<file path="config.mk">
export PLATFORM = sky130hd
export DESIGN_NAME = imrsz_ctrl
export DESIGN_NICKNAME = d
export VERILOG_FILES = /design/src/core/imrsz_ctrl.v /design/src/core/imrsz_phase_acc.v
export VERILOG_INCLUDE_DIRS = /design/src /design/src/pkg
export SDC_FILE = /design/constraint.sdc
export NUM_CORES = 1
export LEC_CHECK = 0
export BUFFER_PORTS_ARGS = -buffer_cell sky130_fd_sc_hd__buf_2
export CORE_UTILIZATION = 27
export DETAILED_ROUTE_END_ITERATION = 12
export PLACE_DENSITY = 0.54
export SETUP_SLACK_MARGIN = 0.5
export SLEW_MARGIN = 20
export SYNTH_ARGS = -nofsm -noshare
export SYNTH_HDL_FRONTEND = slang
export SYNTH_HIERARCHICAL = 1
export SYNTH_SLANG_ARGS = --single-unit
</file>
<file path="constraint.sdc">
create_clock -name MCLK -period 3.3 [get_ports MCLK]
set_clock_uncertainty 0.15 [all_clocks]
set_input_delay 0.66 -clock MCLK [delete_from_list [all_inputs] [get_ports MCLK]]
set_output_delay 0.66 -clock MCLK [all_outputs]
set_load 0.005 [all_outputs]
</file>
<file path="src/pkg/imrsz_regs.vh">
/*
  Register map, reset values and field positions of the resizer scaling
  control block. Definitions only; included by bare name from core files.
*/
`ifndef IMRSZ_REGS_VH
`define IMRSZ_REGS_VH

// ----------------------------------------------------------------------
// byte offsets on the register bus
// ----------------------------------------------------------------------
`define IMRSZ_OFS_LAST_VPHASE 8'h00
`define IMRSZ_OFS_VSTEP 8'h04
`define IMRSZ_OFS_PROD_LINES 8'h08
`define IMRSZ_OFS_HINIT 8'h0c
`define IMRSZ_OFS_HSTEP 8'h10
`define IMRSZ_OFS_HMETHOD 8'h14
`define IMRSZ_OFS_LPF_SRC 8'h18
`define IMRSZ_OFS_LPF_VAL 8'h1c
`define IMRSZ_OFS_RGB_EN 8'h20
`define IMRSZ_OFS_VINIT 8'h24
`define IMRSZ_OFS_IN_LINES 8'h28
`define IMRSZ_OFS_SEQ 8'h2c

// ----------------------------------------------------------------------
// reset values
// ----------------------------------------------------------------------
`define IMRSZ_RST_STEP 14'h0100
`define IMRSZ_RST_PHASE 14'h0000
`define IMRSZ_RST_LPF 8'h00
`define IMRSZ_RST_IN_LINES 12'h000
`define IMRSZ_RST_COUNT 13'h0000

// ----------------------------------------------------------------------
// fields and scaling constants
// ----------------------------------------------------------------------
`define IMRSZ_SEQ_CONFINED 0
`define IMRSZ_SEQ_PHASE_VALID 1
`define IMRSZ_SEQ_BUSY 2
`define IMRSZ_UNITY 14'h0100
`define IMRSZ_FRAC_BITS 8
`define IMRSZ_LPF_SHIFT 4
`define IMRSZ_RESP_OK 2'h0
`define IMRSZ_RESP_SLVERR 2'h2

`endif

</file>
<file path="src/core/imrsz_ctrl.v">
/*
  Scaling control of the image resizer: registers, vertical line engine
  and horizontal sample engine. Assumes the upstream pipe and the output
  writer run on MCLK and signal with one-cycle pulses.
*/
// The implementer's own choices: the Avalon-MM register port and the register offsets.
// Summary of operation
// [RULE1] last vertical phase latched at pass end
// [RULE2] last phase valid only in confined mode
// [RULE3] vertical ratio is 256 over step
// [RULE4] produced line count readable after pass
// [RULE5] horizontal accumulator starts from programmed phase
// [RULE6] software keeps horizontal initial phase 0..8192
// [RULE7] horizontal ratio is 256 over step
// [RULE8] method bit: 0 cubic, 1 linear
// [RULE9] lpf source: 0 internal, 1 register
// [RULE10] programmed intensity applied only when selected
// [RULE11] rgb conversion only when enable set
// [RULE12] vertical phase starts from programmed initial value
// [RULE13] confined mode takes line count plus one
// [RULE14] step per sample, integer selects, fraction phases
`timescale 1ns/1ps
`default_nettype none
`include "imrsz_regs.vh"

module imrsz_ctrl (
  // clock and reset
  input wire MCLK,
  input wire SRST,
  // register bus
  input wire [7:0] AVS_ADDRESS,
  input wire AVS_READ,
  input wire AVS_WRITE,
  input wire [3:0] AVS_BYTEENABLE,
  input wire [31:0] AVS_WRITEDATA,
  output wire [31:0] AVS_READDATA,
  output wire [1:0] AVS_RESPONSE,
  output wire AVS_WAITREQUEST,
  // upstream image pipe
  input wire FRAME_START,
  input wire FRAME_END,
  input wire LINE_IN,
  input wire LINE_START,
  input wire PIX_IN,
  // vertical output toward the writer
  output wire OUT_LINE,
  output wire [12:0] OUT_VLINE,
  output wire [7:0] OUT_VPHASE,
  output wire PASS_BUSY,
  output wire PASS_DONE,
  // horizontal output samples
  output wire OUT_PIX,
  output wire [13:0] OUT_HPOS,
  output wire [7:0] OUT_HPHASE,
  // filter configuration
  output wire H_TWO_TAP,
  output wire [7:0] LPF_INTENSITY,
  output wire RGB_ENABLE
);

  localparam ST_IDLE = 2'h0;
  localparam ST_RUN = 2'h1;
  localparam ST_DRAIN = 2'h2;

  // ----------------------------------------------------------------------
  // declarations
  // ----------------------------------------------------------------------
  reg [13:0] vstep_reg;
  reg [13:0] vinit_reg;
  reg [13:0] hinit_reg;
  reg [13:0] hstep_reg;
  reg [7:0] lpf_reg;
  reg hmethod_reg;
  reg lpfsel_reg;
  reg rgb_reg;
  reg confined_reg;
  reg [11:0] in_cnt_reg;
  reg [13:0] last_phase_reg;
  reg phase_valid_reg;
  reg [12:0] prod_reg;

  reg [1:0] state_reg;
  reg [1:0] state_next;
  reg state_busy_reg;
  reg [12:0] in_lines_reg;
  reg [12:0] out_lines_reg;
  reg [13:0] last_acc_reg;
  reg hline_reg;
  reg [13:0] hpix_reg;

  reg out_line_reg;
  reg [12:0] out_vline_reg;
  reg [7:0] out_vphase_reg;
  reg done_reg;
  reg out_pix_reg;
  reg [13:0] out_hpos_reg;
  reg [7:0] out_hphase_reg;
  reg [7:0] lpf_out_reg;

  reg wait_reg;
  reg [31:0] rdata_reg;
  reg [1:0] resp_reg;
  reg [31:0] rdata_next;
  reg hit_next;

  wire [21:0] vacc;
  wire [21:0] hacc;
  wire pass_on;
  wire v_emit;
  wire line_take;
  wire last_line;
  wire h_emit;
  wire v_load;
  wire wr_fire;
  wire [13:0] in_cnt_wr;
  wire [12:0] in_limit;
  wire [13:0] hstep_over;
  wire [13:0] lpf_scaled;
  wire [7:0] lpf_internal;

  function [13:0] lanes;
    input [13:0] old;
    input [31:0] wd;
    input [3:0] be;
    begin
      lanes = {(be[1] ? wd[13:8] : old[13:8]),
               (be[0] ? wd[7:0] : old[7:0])};
    end
  endfunction

  // ----------------------------------------------------------------------
  // vertical line engine
  // ----------------------------------------------------------------------
  assign pass_on = (state_reg == ST_RUN) || (state_reg == ST_DRAIN);
  assign v_load = FRAME_START && (state_reg == ST_IDLE);
  assign in_limit = {1'b0, in_cnt_reg} + 13'h0001;

  // input lines past the programmed count plus one are dropped in confined mode
  assign line_take = LINE_IN && (state_reg == ST_RUN) &&
    (!confined_reg || (in_lines_reg < in_limit)); // see [RULE13]
  assign last_line = confined_reg && line_take &&
    (in_lines_reg == {1'b0, in_cnt_reg}); // see [RULE13]

  // an output line is made once its integer position has arrived;
  // a zero step would never advance, so it makes nothing
  assign v_emit = pass_on && (vstep_reg != 14'h0000) &&
    (vacc[21:8] < {1'b0, in_lines_reg}) &&
    (out_lines_reg != 13'h1fff); // see [RULE3]

  imrsz_phase_acc u_vacc (
    .clk(MCLK),
    .rst(SRST),
    .load(v_load),
    .init(vinit_reg), // see [RULE12]
    .advance(v_emit),
    .step(vstep_reg),
    .acc(vacc)
  );

  always @* begin
    state_next = state_reg;
    case (state_reg)
      ST_IDLE: begin
        if (FRAME_START) begin
          state_next = ST_RUN;
        end
      end
      ST_RUN: begin
        if (FRAME_END || last_line) begin
          state_next = ST_DRAIN;
        end
      end
      ST_DRAIN: begin
        if (!v_emit) begin
          state_next = ST_IDLE;
        end
      end
      default: begin
        state_next = ST_IDLE;
      end
    endcase
  end

  always @(posedge MCLK) begin
    if (SRST) begin
      state_reg <= ST_IDLE;
      in_lines_reg <= `IMRSZ_RST_COUNT;
      out_lines_reg <= `IMRSZ_RST_COUNT;
      last_acc_reg <= `IMRSZ_RST_PHASE;
      out_line_reg <= 1'b0;
      out_vline_reg <= `IMRSZ_RST_COUNT;
      out_vphase_reg <= 8'h00;
      done_reg <= 1'b0;
    end else begin
      state_reg <= state_next;
      out_line_reg <= v_emit;
      done_reg <= (state_reg == ST_DRAIN) && !v_emit;
      if (v_load) begin
        in_lines_reg <= `IMRSZ_RST_COUNT;
        out_lines_reg <= `IMRSZ_RST_COUNT;
      end else begin
        if (line_take && in_lines_reg != 13'h1fff) begin
          in_lines_reg <= in_lines_reg + 13'h0001;
        end
        if (v_emit) begin
          out_lines_reg <= out_lines_reg + 13'h0001; // see [RULE4]
        end
      end
      if (v_emit) begin
        last_acc_reg <= vacc[13:0]; // see [RULE1]
        out_vline_reg <= vacc[20:8]; // see [RULE14]
        out_vphase_reg <= vacc[7:0];
      end
    end
  end

  // ----------------------------------------------------------------------
  // horizontal sample engine
  // ----------------------------------------------------------------------
  assign h_emit = hline_reg && (hstep_reg != 14'h0000) &&
    (hacc[21:8] < hpix_reg); // see [RULE7]

  imrsz_phase_acc u_hacc (
    .clk(MCLK),
    .rst(SRST),
    .load(LINE_START),
    .init(hinit_reg), // see [RULE5]
    .advance(h_emit),
    .step(hstep_reg),
    .acc(hacc)
  );

  always @(posedge MCLK) begin
    if (SRST) begin
      hline_reg <= 1'b0;
      hpix_reg <= 14'h0000;
      out_pix_reg <= 1'b0;
      out_hpos_reg <= 14'h0000;
      out_hphase_reg <= 8'h00;
    end else begin
      out_pix_reg <= h_emit;
      if (LINE_START) begin
        hline_reg <= 1'b1;
        hpix_reg <= 14'h0000;
      end else if (PIX_IN && hline_reg && hpix_reg != 14'h3fff) begin
        hpix_reg <= hpix_reg + 14'h0001;
      end
      if (h_emit) begin
        out_hpos_reg <= hacc[21:8]; // see [RULE14]
        out_hphase_reg <= hacc[7:0];
      end
    end
  end

  // ----------------------------------------------------------------------
  // low-pass intensity selection
  // ----------------------------------------------------------------------
  // stronger smoothing as the shrink factor grows; unity or zoom gets none
  assign hstep_over = hstep_reg - `IMRSZ_UNITY;
  assign lpf_scaled = hstep_over >> `IMRSZ_LPF_SHIFT;
  assign lpf_internal = (hstep_reg <= `IMRSZ_UNITY) ? 8'h00 :
    ((lpf_scaled > 14'h00ff) ? 8'hff : lpf_scaled[7:0]);

  always @(posedge MCLK) begin
    if (SRST) begin
      lpf_out_reg <= `IMRSZ_RST_LPF;
    end else if (lpfsel_reg) begin
      lpf_out_reg <= lpf_reg; // see [RULE10]
    end else begin
      lpf_out_reg <= lpf_internal; // see [RULE9]
    end
  end

  // ----------------------------------------------------------------------
  // bus read decode
  // ----------------------------------------------------------------------
  always @* begin
    rdata_next = 32'h00000000;
    hit_next = 1'b1;
    if (AVS_ADDRESS == `IMRSZ_OFS_LAST_VPHASE) begin
      rdata_next[13:0] = last_phase_reg;
    end else if (AVS_ADDRESS == `IMRSZ_OFS_VSTEP) begin
      rdata_next[13:0] = vstep_reg;
    end else if (AVS_ADDRESS == `IMRSZ_OFS_PROD_LINES) begin
      rdata_next[12:0] = prod_reg;
    end else if (AVS_ADDRESS == `IMRSZ_OFS_HINIT) begin
      rdata_next[13:0] = hinit_reg;
    end else if (AVS_ADDRESS == `IMRSZ_OFS_HSTEP) begin
      rdata_next[13:0] = hstep_reg;
    end else if (AVS_ADDRESS == `IMRSZ_OFS_HMETHOD) begin
      rdata_next[0] = hmethod_reg;
    end else if (AVS_ADDRESS == `IMRSZ_OFS_LPF_SRC) begin
      rdata_next[0] = lpfsel_reg;
    end else if (AVS_ADDRESS == `IMRSZ_OFS_LPF_VAL) begin
      rdata_next[7:0] = lpf_reg;
    end else if (AVS_ADDRESS == `IMRSZ_OFS_RGB_EN) begin
      rdata_next[0] = rgb_reg;
    end else if (AVS_ADDRESS == `IMRSZ_OFS_VINIT) begin
      rdata_next[13:0] = vinit_reg;
    end else if (AVS_ADDRESS == `IMRSZ_OFS_IN_LINES) begin
      rdata_next[11:0] = in_cnt_reg;
    end else if (AVS_ADDRESS == `IMRSZ_OFS_SEQ) begin
      rdata_next[`IMRSZ_SEQ_CONFINED] = confined_reg;
      rdata_next[`IMRSZ_SEQ_PHASE_VALID] = phase_valid_reg;
      rdata_next[`IMRSZ_SEQ_BUSY] = pass_on;
    end else begin
      hit_next = 1'b0;
    end
  end

  // ----------------------------------------------------------------------
  // bus handshake: one wait cycle, then a single accept cycle
  // ----------------------------------------------------------------------
  assign wr_fire = AVS_WRITE && !wait_reg;
  assign in_cnt_wr = lanes({2'b00, in_cnt_reg}, AVS_WRITEDATA,
    AVS_BYTEENABLE);

  always @(posedge MCLK) begin
    if (SRST) begin
      wait_reg <= 1'b1;
      rdata_reg <= 32'h00000000;
      resp_reg <= `IMRSZ_RESP_OK;
    end else begin
      wait_reg <= !((AVS_READ || AVS_WRITE) && wait_reg);
      if ((AVS_READ || AVS_WRITE) && wait_reg) begin
        resp_reg <= hit_next ? `IMRSZ_RESP_OK : `IMRSZ_RESP_SLVERR;
        rdata_reg <= AVS_READ ? rdata_next : 32'h00000000;
      end
    end
  end

  // ----------------------------------------------------------------------
  // register writes and pass status
  // ----------------------------------------------------------------------
  always @(posedge MCLK) begin
    if (SRST) begin
      vstep_reg <= `IMRSZ_RST_STEP;
      vinit_reg <= `IMRSZ_RST_PHASE;
      hinit_reg <= `IMRSZ_RST_PHASE;
      hstep_reg <= `IMRSZ_RST_STEP;
      lpf_reg <= `IMRSZ_RST_LPF;
      hmethod_reg <= 1'b0;
      lpfsel_reg <= 1'b0;
      rgb_reg <= 1'b0;
      confined_reg <= 1'b0;
      in_cnt_reg <= `IMRSZ_RST_IN_LINES;
      last_phase_reg <= `IMRSZ_RST_PHASE;
      phase_valid_reg <= 1'b0;
      prod_reg <= `IMRSZ_RST_COUNT;
    end else begin
      if (wr_fire) begin
        if (AVS_ADDRESS == `IMRSZ_OFS_LAST_VPHASE) begin
          last_phase_reg <= lanes(last_phase_reg, AVS_WRITEDATA,
            AVS_BYTEENABLE);
        end else if (AVS_ADDRESS == `IMRSZ_OFS_VSTEP) begin
          vstep_reg <= lanes(vstep_reg, AVS_WRITEDATA, AVS_BYTEENABLE);
        end else if (AVS_ADDRESS == `IMRSZ_OFS_HINIT) begin
          hinit_reg <= lanes(hinit_reg, AVS_WRITEDATA, AVS_BYTEENABLE);
        end else if (AVS_ADDRESS == `IMRSZ_OFS_HSTEP) begin
          hstep_reg <= lanes(hstep_reg, AVS_WRITEDATA, AVS_BYTEENABLE);
        end else if (AVS_ADDRESS == `IMRSZ_OFS_HMETHOD) begin
          if (AVS_BYTEENABLE[0]) begin
            hmethod_reg <= AVS_WRITEDATA[0]; // see [RULE8]
          end
        end else if (AVS_ADDRESS == `IMRSZ_OFS_LPF_SRC) begin
          if (AVS_BYTEENABLE[0]) begin
            lpfsel_reg <= AVS_WRITEDATA[0];
          end
        end else if (AVS_ADDRESS == `IMRSZ_OFS_LPF_VAL) begin
          if (AVS_BYTEENABLE[0]) begin
            lpf_reg <= AVS_WRITEDATA[7:0];
          end
        end else if (AVS_ADDRESS == `IMRSZ_OFS_RGB_EN) begin
          if (AVS_BYTEENABLE[0]) begin
            rgb_reg <= AVS_WRITEDATA[0]; // see [RULE11]
          end
        end else if (AVS_ADDRESS == `IMRSZ_OFS_VINIT) begin
          vinit_reg <= lanes(vinit_reg, AVS_WRITEDATA, AVS_BYTEENABLE);
        end else if (AVS_ADDRESS == `IMRSZ_OFS_IN_LINES) begin
          in_cnt_reg <= in_cnt_wr[11:0];
        end else if (AVS_ADDRESS == `IMRSZ_OFS_SEQ) begin
          if (AVS_BYTEENABLE[0]) begin
            confined_reg <= AVS_WRITEDATA[`IMRSZ_SEQ_CONFINED];
          end
        end
      end
      // pass completion wins over a software write in the same cycle
      if ((state_reg == ST_DRAIN) && !v_emit) begin
        last_phase_reg <= last_acc_reg; // see [RULE1]
        phase_valid_reg <= confined_reg; // see [RULE2]
        prod_reg <= out_lines_reg; // see [RULE4]
      end
    end
  end

  // ----------------------------------------------------------------------
  // outputs
  // ----------------------------------------------------------------------
  assign AVS_READDATA = rdata_reg;
  assign AVS_RESPONSE = resp_reg;
  assign AVS_WAITREQUEST = wait_reg;
  assign OUT_LINE = out_line_reg;
  assign OUT_VLINE = out_vline_reg;
  assign OUT_VPHASE = out_vphase_reg;
  assign PASS_DONE = done_reg;
  assign OUT_PIX = out_pix_reg;
  assign OUT_HPOS = out_hpos_reg;
  assign OUT_HPHASE = out_hphase_reg;
  assign H_TWO_TAP = hmethod_reg;
  assign LPF_INTENSITY = lpf_out_reg;
  assign RGB_ENABLE = rgb_reg;
  assign PASS_BUSY = state_busy_reg;

  always @(posedge MCLK) begin
    if (SRST) begin
      state_busy_reg <= 1'b0;
    end else begin
      state_busy_reg <= (state_next == ST_RUN) || (state_next == ST_DRAIN);
    end
  end

endmodule

`default_nettype wire

</file>
<file path="src/core/imrsz_phase_acc.v">
/*
  Phase accumulator shared by the vertical and horizontal resize paths.
  Assumes load and advance come from logic on the same clock.
*/
`timescale 1ns/1ps
`default_nettype none

module imrsz_phase_acc (
  // clock and reset
  input wire clk,
  input wire rst,
  // control
  input wire load,
  input wire [13:0] init,
  input wire advance,
  input wire [13:0] step,
  // state: integer part from bit 8 up, filter phase below
  output wire [21:0] acc
);

  reg [21:0] acc_reg;
  reg [21:0] acc_next;

  // ----------------------------------------------------------------------
  // accumulate
  // ----------------------------------------------------------------------
  always @* begin
    acc_next = acc_reg;
    if (load) begin
      acc_next = {8'h00, init};
    end else if (advance) begin
      // wraps silently; a pass of 16k lines at step 256 is the ceiling
      acc_next = acc_reg + {8'h00, step}; // see [RULE14]
    end
  end

  always @(posedge clk) begin
    if (rst) begin
      acc_reg <= 22'h000000;
    end else begin
      acc_reg <= acc_next;
    end
  end

  assign acc = acc_reg;

endmodule

`default_nettype wire

</file>
### Word level (Yosys, flattened, before mapping)

Index checks and enable logic that the tools add are counted.

| cells by class | value |
|---|---|
| $add $sub $neg | 7 |
| order comparisons | 5 |
| eq/ne operators | 19 |
| muxes and demuxes | 58 |
| bitwise operators | 10 |
| reduce and logical (&&, ||, !) cells | 54 |

Operator list:

| kind | count |
|---|---|
| two-way mux 14 bit | 12 |
| two-way mux 12 bit | 10 |
| two-way mux 13 bit | 4 |
| adder 22 x 14 -> 22 bit | 2 |
| two-way mux 8 bit | 5 |
| equality test 8 x 5 -> 1 bit, second input constant | 4 |
| equality test 8 x 6 -> 1 bit, second input constant | 4 |
| nonzero test 14 bit | 2 |
| adder 13 x 1 -> 13 bit, second input constant | 2 |
| inequality test 13 bit, second input constant | 2 |
| AND reduction 12 bit | 2 |
| AND reduction 11 bit | 2 |
| equality test 8 x 4 -> 1 bit, second input constant | 2 |
| logical AND 1 bit | 16 |
| two-way mux 1 bit | 16 |
| adder 14 x 1 -> 14 bit, second input constant | 1 |
| less-or-equal comparator 14 x 9 -> 1 bit, second input constant | 1 |
| less-than comparator 14 x 13 -> 1 bit | 1 |
| less-than comparator 14 bit | 1 |
| inequality test 14 bit, second input constant | 1 |
| subtractor 14 x 9 -> 14 bit, second input constant | 1 |
| adder 12 x 1 -> 13 bit, second input constant | 1 |
| equality test 13 x 12 -> 1 bit | 1 |
| less-than comparator 13 bit | 1 |
| other kinds (25) | 59 |

| word-level totals | value |
|---|---|
| register bits | 299 |
| output and inout bits | 92 |

### Logic depth before layout (Yosys ltp)

Gate-level depths: netlist (run 1).

| logic depth | value |
|---|---|
| depth after elaboration | 24 |
| depth in mapped cells | 17 |

### By module

The synthesis (run 1) kept the hierarchy.

By module, submodules not included:

| module | instances | cells each | area each (µm²) | seq. area each (µm²) |
|---|---|---|---|---|
| imrsz_ctrl | 1 | 1,264 | 10,826.6 | 4,444.3 |
| imrsz_phase_acc (u_vacc) | 1 | 226 | 1,737.9 | 440.4 |
| imrsz_phase_acc (u_hacc) | 1 | 210 | 1,729.2 | 440.4 |

### Worst setup path after synthesis (run 1)

Ideal clock, no wire load.

| path | value |
|---|---|
| path type | register -> register |
| from | register in_lines_reg[5] |
| to | register u_vacc.acc_reg[16], in the netlist u_vacc/acc[16] |
| setup time | 0.070 ns |
| arrival | 3.433 ns |
| required time | 3.080 ns |
| slack | -0.353 ns |
| cell stages (with the launch flop) | 15 |
| buffers on the path | 3 |
| path through | dfxtp_1 > inv_1 > ha_1 > a21o_1 > a211oi_2 > o21ai_1 > a22o_1 > or3_4 > buf_6 > inv_6 > buf_6 > clkbuf_1 > clkinv_1 > or4_1 > a21oi_1 |

| between the ends | value |
|---|---|
| longest elaborated chain between the ends | 3 |

RTL lines:

| item | line | text |
|---|---|---|
| start: declaration | imrsz_ctrl.v:85 | `reg [12:0] in_lines_reg;` |
| start signal: assignment | imrsz_ctrl.v:187 | `` in_lines_reg <= `IMRSZ_RST_COUNT; `` |
| start signal: assignment | imrsz_ctrl.v:199 | `` in_lines_reg <= `IMRSZ_RST_COUNT; `` |
| start signal: assignment | imrsz_ctrl.v:203 | `in_lines_reg <= in_lines_reg + 13'h0001;` |
| less-than comparator 14 x 13 -> 1 bit | imrsz_ctrl.v:147 | `(vacc[21:8] < {1'b0, in_lines_reg}) &&` |
| logical AND 1 bit | imrsz_ctrl.v:146 | `assign v_emit = pass_on && (vstep_reg != 14'h0000) &&` |
| logical AND 1 bit | imrsz_ctrl.v:147 |  |
| via v_emit | imrsz_ctrl.v:109 | `wire v_emit;` |
| end signal: assignment | imrsz_phase_acc.v:41 | `acc_reg <= acc_next;` |
| end: declaration | imrsz_phase_acc.v:21 | `reg [21:0] acc_reg;` |

The timed path passes the listed nets, and every way through them passes these cells.
A chain may end at the register's enable or synchronous reset.

### Final worst setup path (run 1)

| path | value |
|---|---|
| from | register in_cnt_reg[3] |
| to | register in_lines_reg[5] |

| between the ends | value |
|---|---|
| longest elaborated chain between the ends | 5 |

RTL lines:

| item | line | text |
|---|---|---|
| start: declaration | imrsz_ctrl.v:77 | `reg [11:0] in_cnt_reg;` |
| start signal: assignment | imrsz_ctrl.v:346 | `` in_cnt_reg <= `IMRSZ_RST_IN_LINES; `` |
| start signal: assignment | imrsz_ctrl.v:380 | `in_cnt_reg <= in_cnt_wr[11:0];` |
| adder 12 x 1 -> 13 bit | imrsz_ctrl.v:136 | `assign in_limit = {1'b0, in_cnt_reg} + 13'h0001;` |
| less-than comparator 13 bit | imrsz_ctrl.v:140 | `(!confined_reg \|\| (in_lines_reg < in_limit));` |
| logical OR 1 bit | imrsz_ctrl.v:140 |  |
| logical AND 1 bit | imrsz_ctrl.v:139 | `assign line_take = LINE_IN && (state_reg == ST_RUN) &&` |
| logical AND 1 bit | imrsz_ctrl.v:202 | `if (line_take && in_lines_reg != 13'h1fff) begin` |

Every way passes these cells.

==> results by stage, run 1 <==
CTS:
- The clock latency of the later-clocked register in the worst-skew pair is 0.56 ns.
- TritonCTS created 29 clock buffers.
- The maximum count of clock buffers along a single path is 3.
- Clock tree synthesis found a total of 266 sinks.
- TritonCTS built the clock tree.
- After clock tree synthesis, the clock-pin slew on the worst setup and hold paths is 0.06 ns.
- The clock tree root buffer cell is sky130_fd_sc_hd__clkbuf_16.
- The depth of the CTS H-tree is 1.

Final layout:
- In the final layout, the share of cells above drive strength 1 is 20.23%.
- The final cell count without fillers is 2,558.
- The share of the core filled with cells is 34.11%.
- Relative to the synthesized area, the layout overhead comes to 23.67%.
- 0 antenna diodes ended up in the layout.
- Once layout is done, the placed cells without fillers occupy 17,680 µm².
- The final layout contains 1,989 nets.

Setup path:
- The critical path is of the register to register type.
- The register-to-register path setup slack is 0.46 ns.
- The worst register-to-register path ends at in_lines_reg[5]$_SDFFE_PP0P_.
- The worst register-to-register path begins at in_cnt_reg[3]$_SDFFE_PP0P_.
- Data on the critical path is required at its endpoint by 3.58 ns.
- The worst setup path is launched from a register.
- For the worst setup path, the data arrival time is 3.12 ns.
- The critical-path maximum fanout is 6.
- The number of cells on the worst reg-to-reg path is 13.
- STA classifies the critical path endpoint as a register.

Place:
- Detailed placement ended at an HPWL of 35,870 µm.
- The number of buffers inserted by port buffering is 105.
- The placement-stage worst setup slack is 0.2855 ns.
- Including well taps, the total number of placed cells is 2,466.
- In this run the cell area measured after placement is 15,850 µm².
- The routability congestion estimate is 0.8822.

Pwr:
- The analysis attributes to net switching a power of 1.710 mW.
- The part of the power in combinational logic is 7.0%.
- The internal power of the cells is 5.399 mW.
- In this run the static leakage power is 6.999 nW.
- The proportion of power drawn by flip-flops and latches is 45.8%.
- The maximum ir drop on the vdd rail is 0.3529 mV.
- The fraction of power consumed by the clock network is 47.2%.
- Power spread over the standard cell area amounts to 402.2 nW/µm².
- Of the total power, the share spent switching nets is 24.05%.
- The total chip power is 7.109 mW.

Timing:
- For the pin with the worst max-slew slack, the measured transition is 0.7213 ns.
- Across all hold checks on the routed design, the worst slack comes to 0.2732 ns.
- The post-route setup TNS is 0 ns.
- Measured against its own limit, the worst slew margin works out to 51.30%.
- The shortest clock period the worst path allows after layout is 2.837 ns.
- Static timing analysis puts the maximum clock frequency at 0.3525 GHz.
- Setup violations remaining at the end of the flow were counted as 0.
- The final count of hold timing violations is 0.
- The slack of the critical path is 0.4628 ns.
- Setup repair after global routing could not meet its margin everywhere.
- The share of the clock period used by the worst path is 85.98%.
- The max-slew violation total from the final report is 0.

Global route:
- The total grt overflow is 0.
- Entering global routing, the biggest net connects 96 pins.
- The number of global-route vias before repair is 12,620.
- The global-route usage over all layers is 17.54%.
- The first-pass GRT wire length is 74,310 µm.
- The initial antenna violation count is 3.

Run:
- The total of max-cap violations is 0.

Outcome:
- The flow ran to the end, and the final reports show no timing, DRC or antenna violations.

Logic synthesis:
- The mean area per synthesized cell is 8.408 µm².
- The synthesized design contains 0 enable-type register cells.
- The Yosys step of the flow raised 6 warnings.
- The unique cell type count in the Yosys netlist is 87.
- After synthesis the cells add up to 14,290 µm².
- The post-synthesis sequential area ratio is 37.25%.
- The number of synthesized register bits is 266.
- The synthesized instance count is 1,700.
- Counting flops with an async set or reset pin after synthesis yields a share of 0%.
- The predominant post-synthesis flop cell is sky130_fd_sc_hd__dfxtp_1.

Drt:
- The antenna violation net count after detailed routing is 0.
- The via-per-instance ratio is 5.155.
- The DRC marker count from the first detailed-route iteration is 985.
- After detailed routing, the number of remaining DRC violations is 0.
- The via count is 13,190.
- The iteration count of the initial detailed-routing pass is 9.
- After detailed routing, the average wire length per cell comes to 19.06 µm.
- Wires add up to 48,760 µm.

Floorplan:
- The core region area is 51,820 µm².
- The placement row count is 83.
- The overall die area is 53,860 µm².
- The effective utilization at floorplan is 27.58%.
- During I/O placement, the number of pins put on the boundary was 145.
- The horizontal die dimension is 232.1 µm.
- The die is 232.1 µm tall.

Hold path:
- The class of the tightest hold or removal check is input pin to register.
- The number of cells traversed by the worst hold path is 3.
- In this run the most critical hold path is launched from AVS_WRITEDATA[13].
- The destination of the worst hold path is vinit_reg[13]$_SDFFE_PP0P_.
-- layout make-up --
type | instances | area (µm²)
tap | 680 | 850.8
clock inverter | 9 | 130.1
clock buffer | 43 | 838.3
sequential | 266 | 5359
fill | 5325 | 34140
inverter | 59 | 249.0
multi-input combinational | 1288 | 8663
timing repair buffer | 213 | 1587
-- power by group through the flow --
stage	clock network, mW	registers (mW)	logic [mW]
finish	3.35	3.26	0.496
detailed placement	0	3.33	0.431
CTS	3.43	3.26	0.451
floorplan	0	3.32	0.287
global placement	0	3.33	0.425
global route	3.57	3.26	0.534
-- worst max-delay path, cell delays in order (launching register included) --
cell and delay [ns]:
sky130_fd_sc_hd__dfxtp_4 0.35, sky130_fd_sc_hd__and3_4 0.18, sky130_fd_sc_hd__and3_4 0.22, sky130_fd_sc_hd__nand3_2 0.08
sky130_fd_sc_hd__xor2_1 0.16, sky130_fd_sc_hd__ha_1 0.31, sky130_fd_sc_hd__a21oi_2 0.17, sky130_fd_sc_hd__o21ai_2 0.10
sky130_fd_sc_hd__nor3_2 0.23, sky130_fd_sc_hd__a21oi_4 0.13, sky130_fd_sc_hd__nand2b_4 0.20, sky130_fd_sc_hd__nor3_2 0.23
sky130_fd_sc_hd__xnor2_1 0.15, sky130_fd_sc_hd__nor2_1 0.05
-- routing by layer --
layer  share of wire (%)  GRT usage (%)  vias up
met5               0.080              0        -
met4                 3.8          6.517        6
met3                 5.3          2.836       97
met2                  46          28.57      379
met1                  44          23.14     6349
li1                    -              -     6356
-- layout by cell type, fill, tap and decap left out, types with 46 or more instances in the layout --
cell	netlist	routed
sky130_fd_sc_hd__dfxtp_1	266	243
sky130_fd_sc_hd__nor2_1	238	235
sky130_fd_sc_hd__nand2_1	149	147
sky130_fd_sc_hd__a21oi_1	144	137
sky130_fd_sc_hd__mux2i_1	107	107
sky130_fd_sc_hd__buf_2	16	104
sky130_fd_sc_hd__buf_4	22	86
sky130_fd_sc_hd__nand3_1	80	76
sky130_fd_sc_hd__ha_1	77	71
sky130_fd_sc_hd__inv_1	57	53
sky130_fd_sc_hd__xnor2_1	46	46
-- cells by family after synthesis --
logic type | Yosys count | synth area share [%]
other | 1 | 0.02624
multiplexers | 109 | 7.651
AND/OR/NAND/NOR | 643 | 21.17
AO/OA/AOI/OAI | 362 | 16.97
adder cells (fa/ha/maj) | 79 | 7.020
buffers and inverters | 165 | 5.305
XOR/XNOR | 75 | 4.596
flip-flops | 266 | 37.25
-- cells in the mapped netlist, types with 6 or more instances --
cell                       number  share of area [%]
sky130_fd_sc_hd__dfxtp_1      266                 37
sky130_fd_sc_hd__nor2_1       238                6.3
sky130_fd_sc_hd__nand2_1      149                3.9
sky130_fd_sc_hd__a21oi_1      144                5.0
sky130_fd_sc_hd__mux2i_1      107                7.5
sky130_fd_sc_hd__nand3_1       80                2.8
sky130_fd_sc_hd__ha_1          77                6.7
sky130_fd_sc_hd__inv_1         57                1.5
sky130_fd_sc_hd__clkbuf_1      55                1.4
sky130_fd_sc_hd__xnor2_1       46                2.8
sky130_fd_sc_hd__o21ai_0       40                1.4
sky130_fd_sc_hd__nor3_1        34                1.2
sky130_fd_sc_hd__xor2_1        29                1.8
sky130_fd_sc_hd__buf_4         22                1.2
sky130_fd_sc_hd__nor2b_1       20               0.88
sky130_fd_sc_hd__a22oi_1       19                1.0
sky130_fd_sc_hd__and3_1        18               0.79
sky130_fd_sc_hd__nand4_1       17               0.74
sky130_fd_sc_hd__a21o_1        16               0.84
sky130_fd_sc_hd__a311oi_1      16               0.98
sky130_fd_sc_hd__buf_2         16               0.56
sky130_fd_sc_hd__a211oi_1      14               0.74
sky130_fd_sc_hd__a222oi_1      13               0.91
sky130_fd_sc_hd__and2_1        11               0.48
sky130_fd_sc_hd__a31oi_1       10               0.44
sky130_fd_sc_hd__o211ai_1      10               0.53
sky130_fd_sc_hd__or3_1         10               0.44
sky130_fd_sc_hd__a221oi_1       9               0.55
sky130_fd_sc_hd__nor3b_1        9               0.47
sky130_fd_sc_hd__nor4_1         9               0.39
sky130_fd_sc_hd__buf_1          8               0.21
sky130_fd_sc_hd__nand2b_1       8               0.35
sky130_fd_sc_hd__or2_2          8               0.35
sky130_fd_sc_hd__a221o_1        7               0.49
sky130_fd_sc_hd__o21a_1         7               0.37
sky130_fd_sc_hd__a211o_1        6               0.37
sky130_fd_sc_hd__and4_1         6               0.37
sky130_fd_sc_hd__or4_1          6               0.32
-- worst max-delay path by stage --
stage | depth (start not counted) | to | start | slack [ns]
after floorplan | 15 | u_vacc/acc[21]$_SDFFE_PP0P_ | in_lines_reg[5]$_SDFFE_PP0P_ | 0.12
after global placement | 9 | AVS_READDATA[5]$_SDFFE_PP0P_ | AVS_ADDRESS[7] | 0.30
after detailed placement | 13 | in_lines_reg[10]$_SDFFE_PP0P_ | in_cnt_reg[3]$_SDFFE_PP0P_ | 0.29
after CTS | 12 | u_hacc/acc[20]$_SDFFE_PP0P_ | hpix_reg[4]$_SDFFE_PP0P_ | 0.46
after global routing | 13 | PASS_BUSY$_SDFF_PP0_ | in_cnt_reg[2]$_SDFFE_PP0P_ | 0.33
final | 13 | in_lines_reg[5]$_SDFFE_PP0P_ | in_cnt_reg[3]$_SDFFE_PP0P_ | 0.46
-- what timing repair did --
action                                  CTS  global route
endpoints found under the setup margin   84            94
buffers inserted                         15            20
gates cloned                              2             3
resized for setup                        43            68
hold buffers                              0             0
pin swaps                                11            47
(Power assumes the default switching activity.)
==> run 2: changes to the inputs <==
--- a/config.mk
+++ b/config.mk
@@ -6,6 +6,7 @@
 export SDC_FILE = /design/constraint.sdc
 export NUM_CORES = 1
 export LEC_CHECK = 0
+export ABC_AREA = 1
 export BUFFER_PORTS_ARGS = -buffer_cell sky130_fd_sc_hd__buf_2
 export CORE_UTILIZATION = 27
 export DETAILED_ROUTE_END_ITERATION = 12
==> run 2 against run 1 <==
Clock power grew 6.6%. Setup slack lost 0.21 ns. Maximum frequency shrank 6.8%. Clock-buffer cell count grew 8. Total power grew 2.7%. Die area grew 5.9%. Highest routed layer unchanged.
==> results by stage, run 2 <==
Logic synthesis:
- The area fraction of the dominant cell type after synthesis was 35.15% (was 37.25%).
- The netlist area before placement is 15,150 µm² (was 14,290 µm²).
- The mean area per synthesized cell is 6.978 µm² (was 8.408 µm²).
- The largest area contributor in the synthesized netlist is sky130_fd_sc_hd__dfxtp_1 (unchanged).
- The count of yosys warnings during synthesis is 6 (unchanged).
- The number of enable flip-flop cells after synthesis is 0 (unchanged).
- Most area-consuming cells after synthesis: sky130_fd_sc_hd__dfxtp_1 (35%), sky130_fd_sc_hd__nand2_1 (12%), sky130_fd_sc_hd__a21oi_1 (8.2%), sky130_fd_sc_hd__ha_1 (6.4%), sky130_fd_sc_hd__inv_1 (6.1%) (was sky130_fd_sc_hd__dfxtp_1 (37%), sky130_fd_sc_hd__mux2i_1 (7.5%), sky130_fd_sc_hd__ha_1 (6.7%), sky130_fd_sc_hd__nor2_1 (6.3%), sky130_fd_sc_hd__a21oi_1 (5.0%)).
- The number of synthesized register bits was 266 (unchanged).
- The unique cell type count in the Yosys netlist is 59 (was 87).
- The post-synthesis sequential area ratio is 35.15% (was 37.25%).
- The predominant post-synthesis flop cell is sky130_fd_sc_hd__dfxtp_1 (unchanged).
- The most frequent cell after synthesis was sky130_fd_sc_hd__nand2_1 (was sky130_fd_sc_hd__dfxtp_1).
- The fraction of synthesis flops using an asynchronous set or reset pin is 0% (unchanged).
- The synthesized instance count is 2,171 (was 1,700).
- Cell types with the highest counts after synthesis: sky130_fd_sc_hd__nand2_1 (486), sky130_fd_sc_hd__dfxtp_1 (266), sky130_fd_sc_hd__a21oi_1 (248) (was sky130_fd_sc_hd__dfxtp_1 (266), sky130_fd_sc_hd__nor2_1 (238), sky130_fd_sc_hd__nand2_1 (149)).

Timing:
- The highest clock frequency the design can meet is 0.3284 GHz (was 0.3525 GHz).
- The tightest hold margin is 0.2990 ns (was 0.2732 ns).
- The shortest clock period the worst path allows after layout is 3.045 ns (was 2.837 ns).
- The transition time at the pin with the least slew margin is 0.6147 ns (was 0.7213 ns).
- The max-slew violation total from the final report is 0 (unchanged).
- The slack of the critical path came to 0.2550 ns (was 0.4628 ns).
- The share of the clock period used by the worst path is 92.27% (was 85.98%).
- The final count of hold timing violations is 0 (unchanged).
- The post-route setup TNS came to 0 ns (unchanged).
- The setup-violating endpoint count in the final report came to 0 (unchanged).
- Setup repair after global routing missed its margin: true (unchanged).
- The normalized max-slew margin is 58.83% (was 51.30%).

Setup path:
- The type of the worst setup path was register to register (unchanged).
- The arrival time of the worst setup path came to 3.30 ns (was 3.12 ns).
- The endpoint type of the worst setup path is a register (unchanged).
- The category of the worst setup path launch point is a register (unchanged).
- The critical-path maximum fanout is 5 (was 6).
- The required time reported for the critical path endpoint is 3.56 ns (was 3.58 ns).

Global route:
- The global-route usage over all layers is 18.65% (was 17.54%).
- The number of global-route vias before repair is 14,320 (was 12,620).
- The pin count of the biggest net entering global routing came to 74 (was 96).
- The first-pass GRT wire length came to 81,740 µm (was 74,310 µm).
- The initial antenna violation count is 0 (was 3).
- The total grt overflow came to 0 (unchanged).

CTS:
- The depth of the CTS H-tree is 2 (was 1).
- The clock tree root buffer cell is sky130_fd_sc_hd__clkbuf_16 (unchanged).
- The number of hold buffers added after cts is 0 (unchanged).
- The clock sink count is 266 (unchanged).
- The maximum count of clock buffers along a single path is 3 (unchanged).
- The clock-pin slew on the worst setup and hold paths is 0.05 ns (was 0.06 ns).
- The clock tree from TritonCTS is done (unchanged).
- The clock latency of the later-clocked register in the worst-skew pair is 0.54 ns (was 0.56 ns).
- The total clock buffers created by CTS is 34 (was 29).

Drt:
- The mean routed wirelength per cell was 17.41 µm (was 19.06 µm).
- The via-per-instance ratio is 4.853 (was 5.155).
- The DRC marker count from the first detailed-route iteration is 983 (was 985).
- The iteration count of the initial detailed-routing pass came to 7 (was 9).
- The via count came to 14,980 (was 13,190).
- The antenna violation net count after detailed routing was 0 (unchanged).
- The number of DRC violations after detailed routing is 0 (unchanged).
- The aggregate routed wire length was 53,760 µm (was 48,760 µm).

Final layout:
- The net count reported at finish was 2,448 (was 1,989).
- The number of fillers in the final layout is 6,055 (was 5,325).
- The fraction of layout cells with a size suffix above 1 is 17.44% (was 20.23%).
- The growth of design area from synthesis to finish is 18.99% (was 23.67%).
- The most common library cell in the layout ignoring fill and taps is sky130_fd_sc_hd__nand2_1 (was sky130_fd_sc_hd__dfxtp_1).
- The number of inserted diodes came to 0 (unchanged).
- The area of all placed cells without fillers is 18,030 µm² (was 17,680 µm²).
- Most frequent cells in the layout: sky130_fd_sc_hd__nand2_1 (482), sky130_fd_sc_hd__dfxtp_1 (261), sky130_fd_sc_hd__inv_1 (244) (was sky130_fd_sc_hd__dfxtp_1 (243), sky130_fd_sc_hd__nor2_1 (235), sky130_fd_sc_hd__nand2_1 (147)).

Place:
- The number of buffers inserted by port buffering came to 105 (unchanged).
- The post-place instance area was 16,680 µm² (was 15,850 µm²).
- The placement-stage worst setup slack is 0.05037 ns (was 0.2855 ns).
- The detailed-placement wirelength estimate was 42,100 µm (was 35,870 µm).
- The routability congestion estimate was 0.9355 (was 0.8822).

Floorplan:
- The effective utilization at floorplan is 27.39% (was 27.58%).
- The overall die height is 238.9 µm (was 232.1 µm).
- The horizontal die dimension is 238.9 µm (was 232.1 µm).
- The placement row count is 86 (was 83).
- The core region area is 55,310 µm² (was 51,820 µm²).
- The overall die area is 57,060 µm² (was 53,860 µm²).
- The top-level I/O count is 145 (unchanged).

Hold path:
- The class of the tightest hold or removal check is input pin to register (unchanged).

Pwr:
- The power density normalized to cell area is 405.0 nW/µm² (was 402.2 nW/µm²).
- The static power due to leakage came to 7.673 nW (was 6.999 nW).
- The maximum ir drop on the vdd rail is 0.2703 mV (was 0.3529 mV).
- The total chip power came to 7.301 mW (was 7.109 mW).

Run:
- The total of max-cap violations is 0 (unchanged).

Outcome:
- Status: finished clean (unchanged).
-- run 2: cell types whose count changed in the layout (fill, tap and decap cells not counted), moves of 21 or more --
| cell | change |
|---|---|
| sky130_fd_sc_hd__xnor2_1 | -38 |
| sky130_fd_sc_hd__mux2i_1 | -107 |
| sky130_fd_sc_hd__buf_4 | -21 |
| sky130_fd_sc_hd__a21oi_1 | +105 |
| sky130_fd_sc_hd__nand2_1 | +335 |
| sky130_fd_sc_hd__inv_2 | +30 |
| sky130_fd_sc_hd__o21ai_0 | +90 |
| sky130_fd_sc_hd__nor2_1 | -58 |
| sky130_fd_sc_hd__nand2_2 | +36 |
| sky130_fd_sc_hd__inv_1 | +191 |
-- run 2: power breakdown --
part | internal (mW) | total [mW] | leakage [nW] | switching [mW]
Sequential | 3.25 | 3.28 | 2.15 | 0.0308
Combinational | 0.130 | 0.453 | 5.01 | 0.323
Clock | 2.11 | 3.57 | 0.517 | 1.46
Total | 5.48 | 7.30 | 7.67 | 1.82
-- run 2: worst max-delay path, cell delays in order (launching register included) --
cell and delay (ns):
sky130_fd_sc_hd__dfxtp_4 0.38, sky130_fd_sc_hd__ha_4 0.16, sky130_fd_sc_hd__nand3_4 0.08, sky130_fd_sc_hd__nor3b_4 0.22, sky130_fd_sc_hd__nand3_2 0.14, sky130_fd_sc_hd__nor3_4 0.16
sky130_fd_sc_hd__xor2_1 0.18, sky130_fd_sc_hd__ha_1 0.26, sky130_fd_sc_hd__nand2_1 0.06, sky130_fd_sc_hd__nand2_1 0.05, sky130_fd_sc_hd__nand2_1 0.05, sky130_fd_sc_hd__nand2_1 0.05
sky130_fd_sc_hd__a21oi_2 0.10, sky130_fd_sc_hd__nand2_1 0.07, sky130_fd_sc_hd__nand2_2 0.07, sky130_fd_sc_hd__nand2_2 0.07, sky130_fd_sc_hd__a21oi_4 0.18, sky130_fd_sc_hd__nand2_4 0.09
sky130_fd_sc_hd__nor2_4 0.17, sky130_fd_sc_hd__nand3_2 0.09, sky130_fd_sc_hd__nand2_2 0.09, sky130_fd_sc_hd__a21oi_2 0.05
-- run 2: metrics by stage --
step	instances	util [%]
after floorplan	2189	-
after detailed placement	3012	30.15
after global routing	3087	32.59
after global placement	3012	30.15
final	3087	32.59
after CTS	3080	32.31
-- run 2: cells by family (layout without fill, tap and decap cells) --
| group | count (synthesis) | after routing | synth area share (%) |
|---|---|---|---|
| buf+inv | 364 | 514 | 10.26 |
| compound gates | 492 | 492 | 17.89 |
| fa+ha+maj | 79 | 79 | 6.624 |
| simple gates | 938 | 938 | 28.26 |
| other cells | 1 | 19 | 0.02475 |
| flops | 266 | 266 | 35.15 |
| xor+xnor | 31 | 31 | 1.792 |
-- run 2: routing by layer --
layer / track usage, % / part of all wire, % / vias up
li1: - / - / 7414
met1: 24.29 / 45 / 7027
met2: 30.29 / 45 / 421
met3: 2.794 / 5.6 / 117
met4: 8.256 / 4.2 / 2
met5: 0.8658 / 0.13 / -
-- run 2: area by class of cell --
| type | instances | area (µm²) | area share (%) |
|---|---|---|---|
| multi-input combinational | 1559 | 8521 | 47.27 |
| sequential | 266 | 5339 | 29.62 |
| timing repair buffer | 176 | 1117 | 6.198 |
| inverter | 279 | 1055 | 5.851 |
| clock buffer | 51 | 1006 | 5.581 |
| tap | 748 | 935.9 | 5.192 |
| clock inverter | 8 | 52.55 | 0.2915 |
-- run 2: what timing repair did --
| item | in CTS | in global routing |
|---|---|---|
| setup endpoints to repair | 62 | 85 |
| gates resized for setup | 17 | 29 |
| buffers inserted | 9 | 7 |
| pin swaps | 16 | 11 |
-- run 2: final timing paths --
| check | slack, ns | from | endpoint | depth (start not counted) |
|---|---|---|---|---|
| worst max-delay path | 0.25 | in_cnt_reg[1]$_SDFFE_PP0P_ | in_lines_reg[11]$_SDFFE_PP0P_ | 21 |
| worst min register to register | 0.31 | AVS_READDATA[3]$_SDFFE_PP0P_ | AVS_READDATA[3]$_SDFFE_PP0P_ | 2 |
| worst min-delay path | 0.30 | AVS_READ | AVS_READDATA[13]$_SDFFE_PP0P_ | 3 |
| worst max register to register | 0.25 | in_cnt_reg[1]$_SDFFE_PP0P_ | in_lines_reg[11]$_SDFFE_PP0P_ | 21 |
==> run 3: changes to the inputs <==
--- a/config.mk
+++ b/config.mk
@@ -8,11 +8,12 @@
 export LEC_CHECK = 0
 export ABC_AREA = 1
 export BUFFER_PORTS_ARGS = -buffer_cell sky130_fd_sc_hd__buf_2
+export CORE_MARGIN = 5
 export CORE_UTILIZATION = 27
 export DETAILED_ROUTE_END_ITERATION = 12
 export PLACE_DENSITY = 0.54
 export SETUP_SLACK_MARGIN = 0.5
-export SLEW_MARGIN = 20
+export SLEW_MARGIN = 0
 export SYNTH_ARGS = -nofsm -noshare
 export SYNTH_HDL_FRONTEND = slang
 export SYNTH_HIERARCHICAL = 1
==> run 3 against run 2 <==
Worst hold slack improved by 0.0039 ns. Critical endpoint unchanged. Highest routed layer is now met4. Largest cell class unchanged. Register-to-register slack got worse by 0.06 ns. Cell area rose by 0.14%. Critical path type unchanged.
==> results by stage, run 3 (synthesis results as in run 2) <==
Place:
- The number of buffers inserted by port buffering is 105 (unchanged).
- The routability congestion estimate is 0.9663 (was 0.9355).
- The cell count after placement is 3,001 (was 3,012).
- The detailed-placement wirelength estimate is 41,760 µm (was 42,100 µm).

Setup path:
- The delay of the slowest cell on the worst path is 0.39 ns (was 0.38 ns).
- The category of the worst setup path launch point is a register (unchanged).
- The type of the worst setup path is register to register (unchanged).
- The number of cells on the worst reg-to-reg path is 20 (was 21).
- The endpoint type of the worst setup path is a register (unchanged).
- The buffer and inverter count on the worst path is 1 (was 0).
- The largest delay contributor family on the critical path is simple AND/OR/NAND/NOR gates (unchanged).
- CP cell instances: ha_4 -> nand3_4 -> nor3b_4 -> nand3_2 -> nor3_4 -> nand3_1 -> ha_1 -> nand2_2 -> inv_2 -> nand2_1 -> nand2_1 -> a21oi_2 -> nand2_1 -> nand2_2 -> nand2_2 -> a21oi_4 -> nand2_2 -> nor2_4 -> nand4_1 -> a21oi_1 (was ha_4 -> nand3_4 -> nor3b_4 -> nand3_2 -> nor3_4 -> xor2_1 -> ha_1 -> nand2_1 -> nand2_1 -> nand2_1 -> nand2_1 -> a21oi_2 -> nand2_1 -> nand2_2 -> nand2_2 -> a21oi_4 -> nand2_4 -> nor2_4 -> nand3_2 -> nand2_2 -> a21oi_2).
- The required time reported for the critical path endpoint is 3.61 ns (was 3.56 ns).
- The cell seen most often among critical-path stages is sky130_fd_sc_hd__nand2_2 (was sky130_fd_sc_hd__nand2_1).
- The timing startpoint of the critical path is in_cnt_reg[1]$_SDFFE_PP0P_ (unchanged).
- The register-to-register path setup slack is 0.20 ns (was 0.25 ns).
- The start of the worst register-to-register path is in_cnt_reg[1]$_SDFFE_PP0P_ (unchanged).
- The end of the worst register-to-register path is in_lines_reg[11]$_SDFFE_PP0P_ (unchanged).
- The critical-path maximum fanout is 5 (unchanged).
- The cell with the largest stage delay on the worst path is sky130_fd_sc_hd__dfxtp_4 (unchanged).
- The arrival time of the worst setup path was 3.41 ns (was 3.30 ns).

CTS:
- The clock tree from TritonCTS is done (unchanged).
- The depth of the CTS H-tree was 2 (unchanged).
- The maximum count of clock buffers along a single path is 3 (unchanged).
- The clock sink count came to 266 (unchanged).
- The clock tree root buffer cell is sky130_fd_sc_hd__clkbuf_16 (unchanged).
- The clock latency of the later-clocked register in the worst-skew pair is 0.54 ns (about the same).
- The clock-pin slew on the worst setup and hold paths is 0.06 ns (was 0.05 ns).
- The total clock buffers created by CTS is 34 (unchanged).

Drt:
- The mean routed wirelength per cell is 17.52 µm (was 17.41 µm).
- The met1 wire length is 23,610 µm (was 24,170 µm).
- The antenna violation net count after detailed routing is 0 (unchanged).
- The via-per-instance ratio was 4.856 (was 4.853).
- The via count is 14,920 (was 14,980).
- The DRC marker count from the first detailed-route iteration was 1,135 (was 983).
- The iteration count of the initial detailed-routing pass is 5 (was 7).
- The uppermost metal layer occupied by signal nets is met4 (was met5).
- The number of DRC violations after detailed routing came to 0 (unchanged).
- The aggregate routed wire length was 53,830 µm (was 53,760 µm).
- The detailed-routed wire length on met3 was 3426 µm (was 3006 µm).
- The wire length on met2 was 24,990 µm (was 24,250 µm).

Timing:
- The transition time at the pin with the least slew margin came to 0.6164 ns (was 0.6147 ns).
- The setup-violating endpoint count in the final report is 0 (unchanged).
- The post-route setup TNS came to 0 ns (unchanged).
- Setup repair after global routing missed its margin: true (unchanged).
- The shortest clock period the worst path allows after layout was 3.102 ns (was 3.045 ns).
- The highest clock frequency the design can meet is 0.3224 GHz (was 0.3284 GHz).
- The normalized max-slew margin is 58.75% (was 58.83%).
- The final count of hold timing violations is 0 (unchanged).
- The max-slew violation total from the final report is 0 (unchanged).
- The share of the clock period used by the worst path came to 93.99% (was 92.27%).

Pwr:
- The fraction of power consumed by the clock network is 51.5% (was 48.9%).
- The fraction of power spent switching nets is 23.75% (was 24.89%).
- The maximum ir drop on the vdd rail is 0.2590 mV (was 0.2703 mV).
- The part of the power in combinational logic is 5.9% (was 6.2%).
- The switching component of the power is 1.825 mW (was 1.818 mW).
- The static power due to leakage came to 7.636 nW (was 7.673 nW).
- The proportion of power drawn by flip-flops and latches was 42.6% (was 44.9%).
- The total chip power is 7.684 mW (was 7.301 mW).
- The internal power of the cells was 5.859 mW (was 5.483 mW).
- The power density normalized to cell area is 425.7 nW/µm² (was 405.0 nW/µm²).

Final layout:
- The net count reported at finish is 2,434 (was 2,448).
- The number of fillers in the final layout is 6,055 (unchanged).
- Most frequent cells in the layout: sky130_fd_sc_hd__nand2_1 (482), sky130_fd_sc_hd__dfxtp_1 (260), sky130_fd_sc_hd__a21oi_1 (243) (was sky130_fd_sc_hd__nand2_1 (482), sky130_fd_sc_hd__dfxtp_1 (261), sky130_fd_sc_hd__inv_1 (244)).
- The fraction of layout cells with a size suffix above 1 was 17.16% (was 17.44%).
- The number of inserted diodes is 0 (unchanged).
- The share of the core filled with cells is 32.64% (was 32.59%).
- The final cell count without fillers is 3,073 (was 3,087).
- The growth of design area from synthesis to finish is 19.15% (was 18.99%).
- The most common library cell in the layout ignoring fill and taps is sky130_fd_sc_hd__nand2_1 (unchanged).

Floorplan:
- The overall die area is 60,950 µm² (was 57,060 µm²).
- The overall die height is 246.9 µm (was 238.9 µm).
- The effective utilization at floorplan is 27.39% (unchanged).
- The core region area came to 55,310 µm² (unchanged).
- The top-level I/O count came to 145 (unchanged).
- The placement row count is 86 (unchanged).
- The horizontal die dimension is 246.9 µm (was 238.9 µm).

Hold path:
- The number of cells traversed by the worst hold path is 3 (unchanged).
- The startpoint of the worst hold path is AVS_READ (unchanged).
- The destination of the worst hold path is AVS_READDATA[13]$_SDFFE_PP0P_ (unchanged).
- The class of the tightest hold or removal check is input pin to register (unchanged).

Run:
- The total of max-cap violations was 0 (unchanged).

Global route:
- The initial antenna violation count is 1 (was 0).
- The global-route usage over all layers is 17.10% (was 18.65%).
- The first-pass GRT wire length is 81,920 µm (was 81,740 µm).
- The pin count of the biggest net entering global routing was 110 (was 74).
- The number of global-route vias before repair is 14,250 (was 14,320).
- The total grt overflow is 0 (unchanged).

Outcome:
- Status: finished clean (unchanged).
## run 3: changes by cell type in the layout (fill, tap and decap cells not counted), moves of 2 or more
cell,change
sky130_fd_sc_hd__bufinv_16,+6
sky130_fd_sc_hd__clkinv_2,-2
sky130_fd_sc_hd__buf_4,-17
sky130_fd_sc_hd__inv_1,-3
sky130_fd_sc_hd__clkinv_4,+2
sky130_fd_sc_hd__nor2_2,+2
sky130_fd_sc_hd__nor2_1,-3
sky130_fd_sc_hd__clkbuf_8,-4
sky130_fd_sc_hd__inv_2,+2
## run 3: final cells by class
class | count | area (µm²) | share of cell area, %
Clock inverter | 13 | 231.5 | 1.282
Sequential cell | 266 | 5343 | 29.60
Tap cell | 748 | 935.9 | 5.185
Clock buffer | 46 | 947.2 | 5.247
Multi-Input combinational cell | 1559 | 8513 | 47.16
Timing Repair Buffer | 162 | 1023 | 5.670
Inverter | 279 | 1057 | 5.857
## run 3: per-layer routing
layer  GRT usage (%)  up-vias
met5               0        -
met4           6.170        0
met3           2.767       90
met2           28.10      448
met1           22.70     6995
li1                -     7388
## run 3: worst register-to-register path, stage by stage (launching register included)
cell and delay [ns]:
sky130_fd_sc_hd__dfxtp_4 0.39, sky130_fd_sc_hd__ha_4 0.16, sky130_fd_sc_hd__nand3_4 0.08, sky130_fd_sc_hd__nor3b_4 0.23, sky130_fd_sc_hd__nand3_2 0.14, sky130_fd_sc_hd__nor3_4 0.22, sky130_fd_sc_hd__nand3_1 0.10, sky130_fd_sc_hd__ha_1 0.34
sky130_fd_sc_hd__nand2_2 0.10, sky130_fd_sc_hd__inv_2 0.03, sky130_fd_sc_hd__nand2_1 0.05, sky130_fd_sc_hd__nand2_1 0.06, sky130_fd_sc_hd__a21oi_2 0.10, sky130_fd_sc_hd__nand2_1 0.07, sky130_fd_sc_hd__nand2_2 0.08, sky130_fd_sc_hd__nand2_2 0.07
sky130_fd_sc_hd__a21oi_4 0.16, sky130_fd_sc_hd__nand2_2 0.10, sky130_fd_sc_hd__nor2_4 0.18, sky130_fd_sc_hd__nand4_1 0.10, sky130_fd_sc_hd__a21oi_1 0.15
## run 3: repair_timing
action,in CTS,in global routing
gates resized for setup,16,37
pin swaps,6,16
cloned,0,3
setup buffers,6,4
hold buffers,0,0
endpoints found under the setup margin,43,109
## run 3: how the worst max path moves through the flow
stage | end | slack, ns | cells past startpoint
6_report | in_lines_reg[11]$_SDFFE_PP0P_ | 0.20 | 20
5_1_grt | in_lines_reg[11]$_SDFFE_PP0P_ | -0.02 | 21
4_1_cts | in_lines_reg[11]$_SDFFE_PP0P_ | 0.29 | 23
3_5_place_dp | in_lines_reg[11]$_SDFFE_PP0P_ | 0.07 | 21
3_3_place_gp | in_lines_reg[11]$_SDFFE_PP0P_ | 0.05 | 21
2_1_floorplan | in_lines_reg[11]$_SDFFE_PP0P_ | 0.32 | 21
## run 3: power groups by stage
stage,combinational [mW],sequential (mW),clock [mW]
floorplan,0.274,3.34,0
global placement,0.422,3.35,0
detailed placement,0.428,3.35,0
CTS,0.437,3.28,4.06
global route,0.493,3.28,4.18
finish,0.450,3.28,3.96
## run 3: stage by stage
step | hold slack, ns | worst slack (ns) | cell area, µm²
global placement | 0.3039 | 0.04917 | 16580
floorplan | 0.2869 | 0.3195 | 15270
detailed placement | 0.3036 | 0.07399 | 16580
finish | 0.3029 | 0.1984 | 18050
global route | 0.3047 | -0.02399 | 18050
CTS | 0.2698 | 0.2855 | 17860
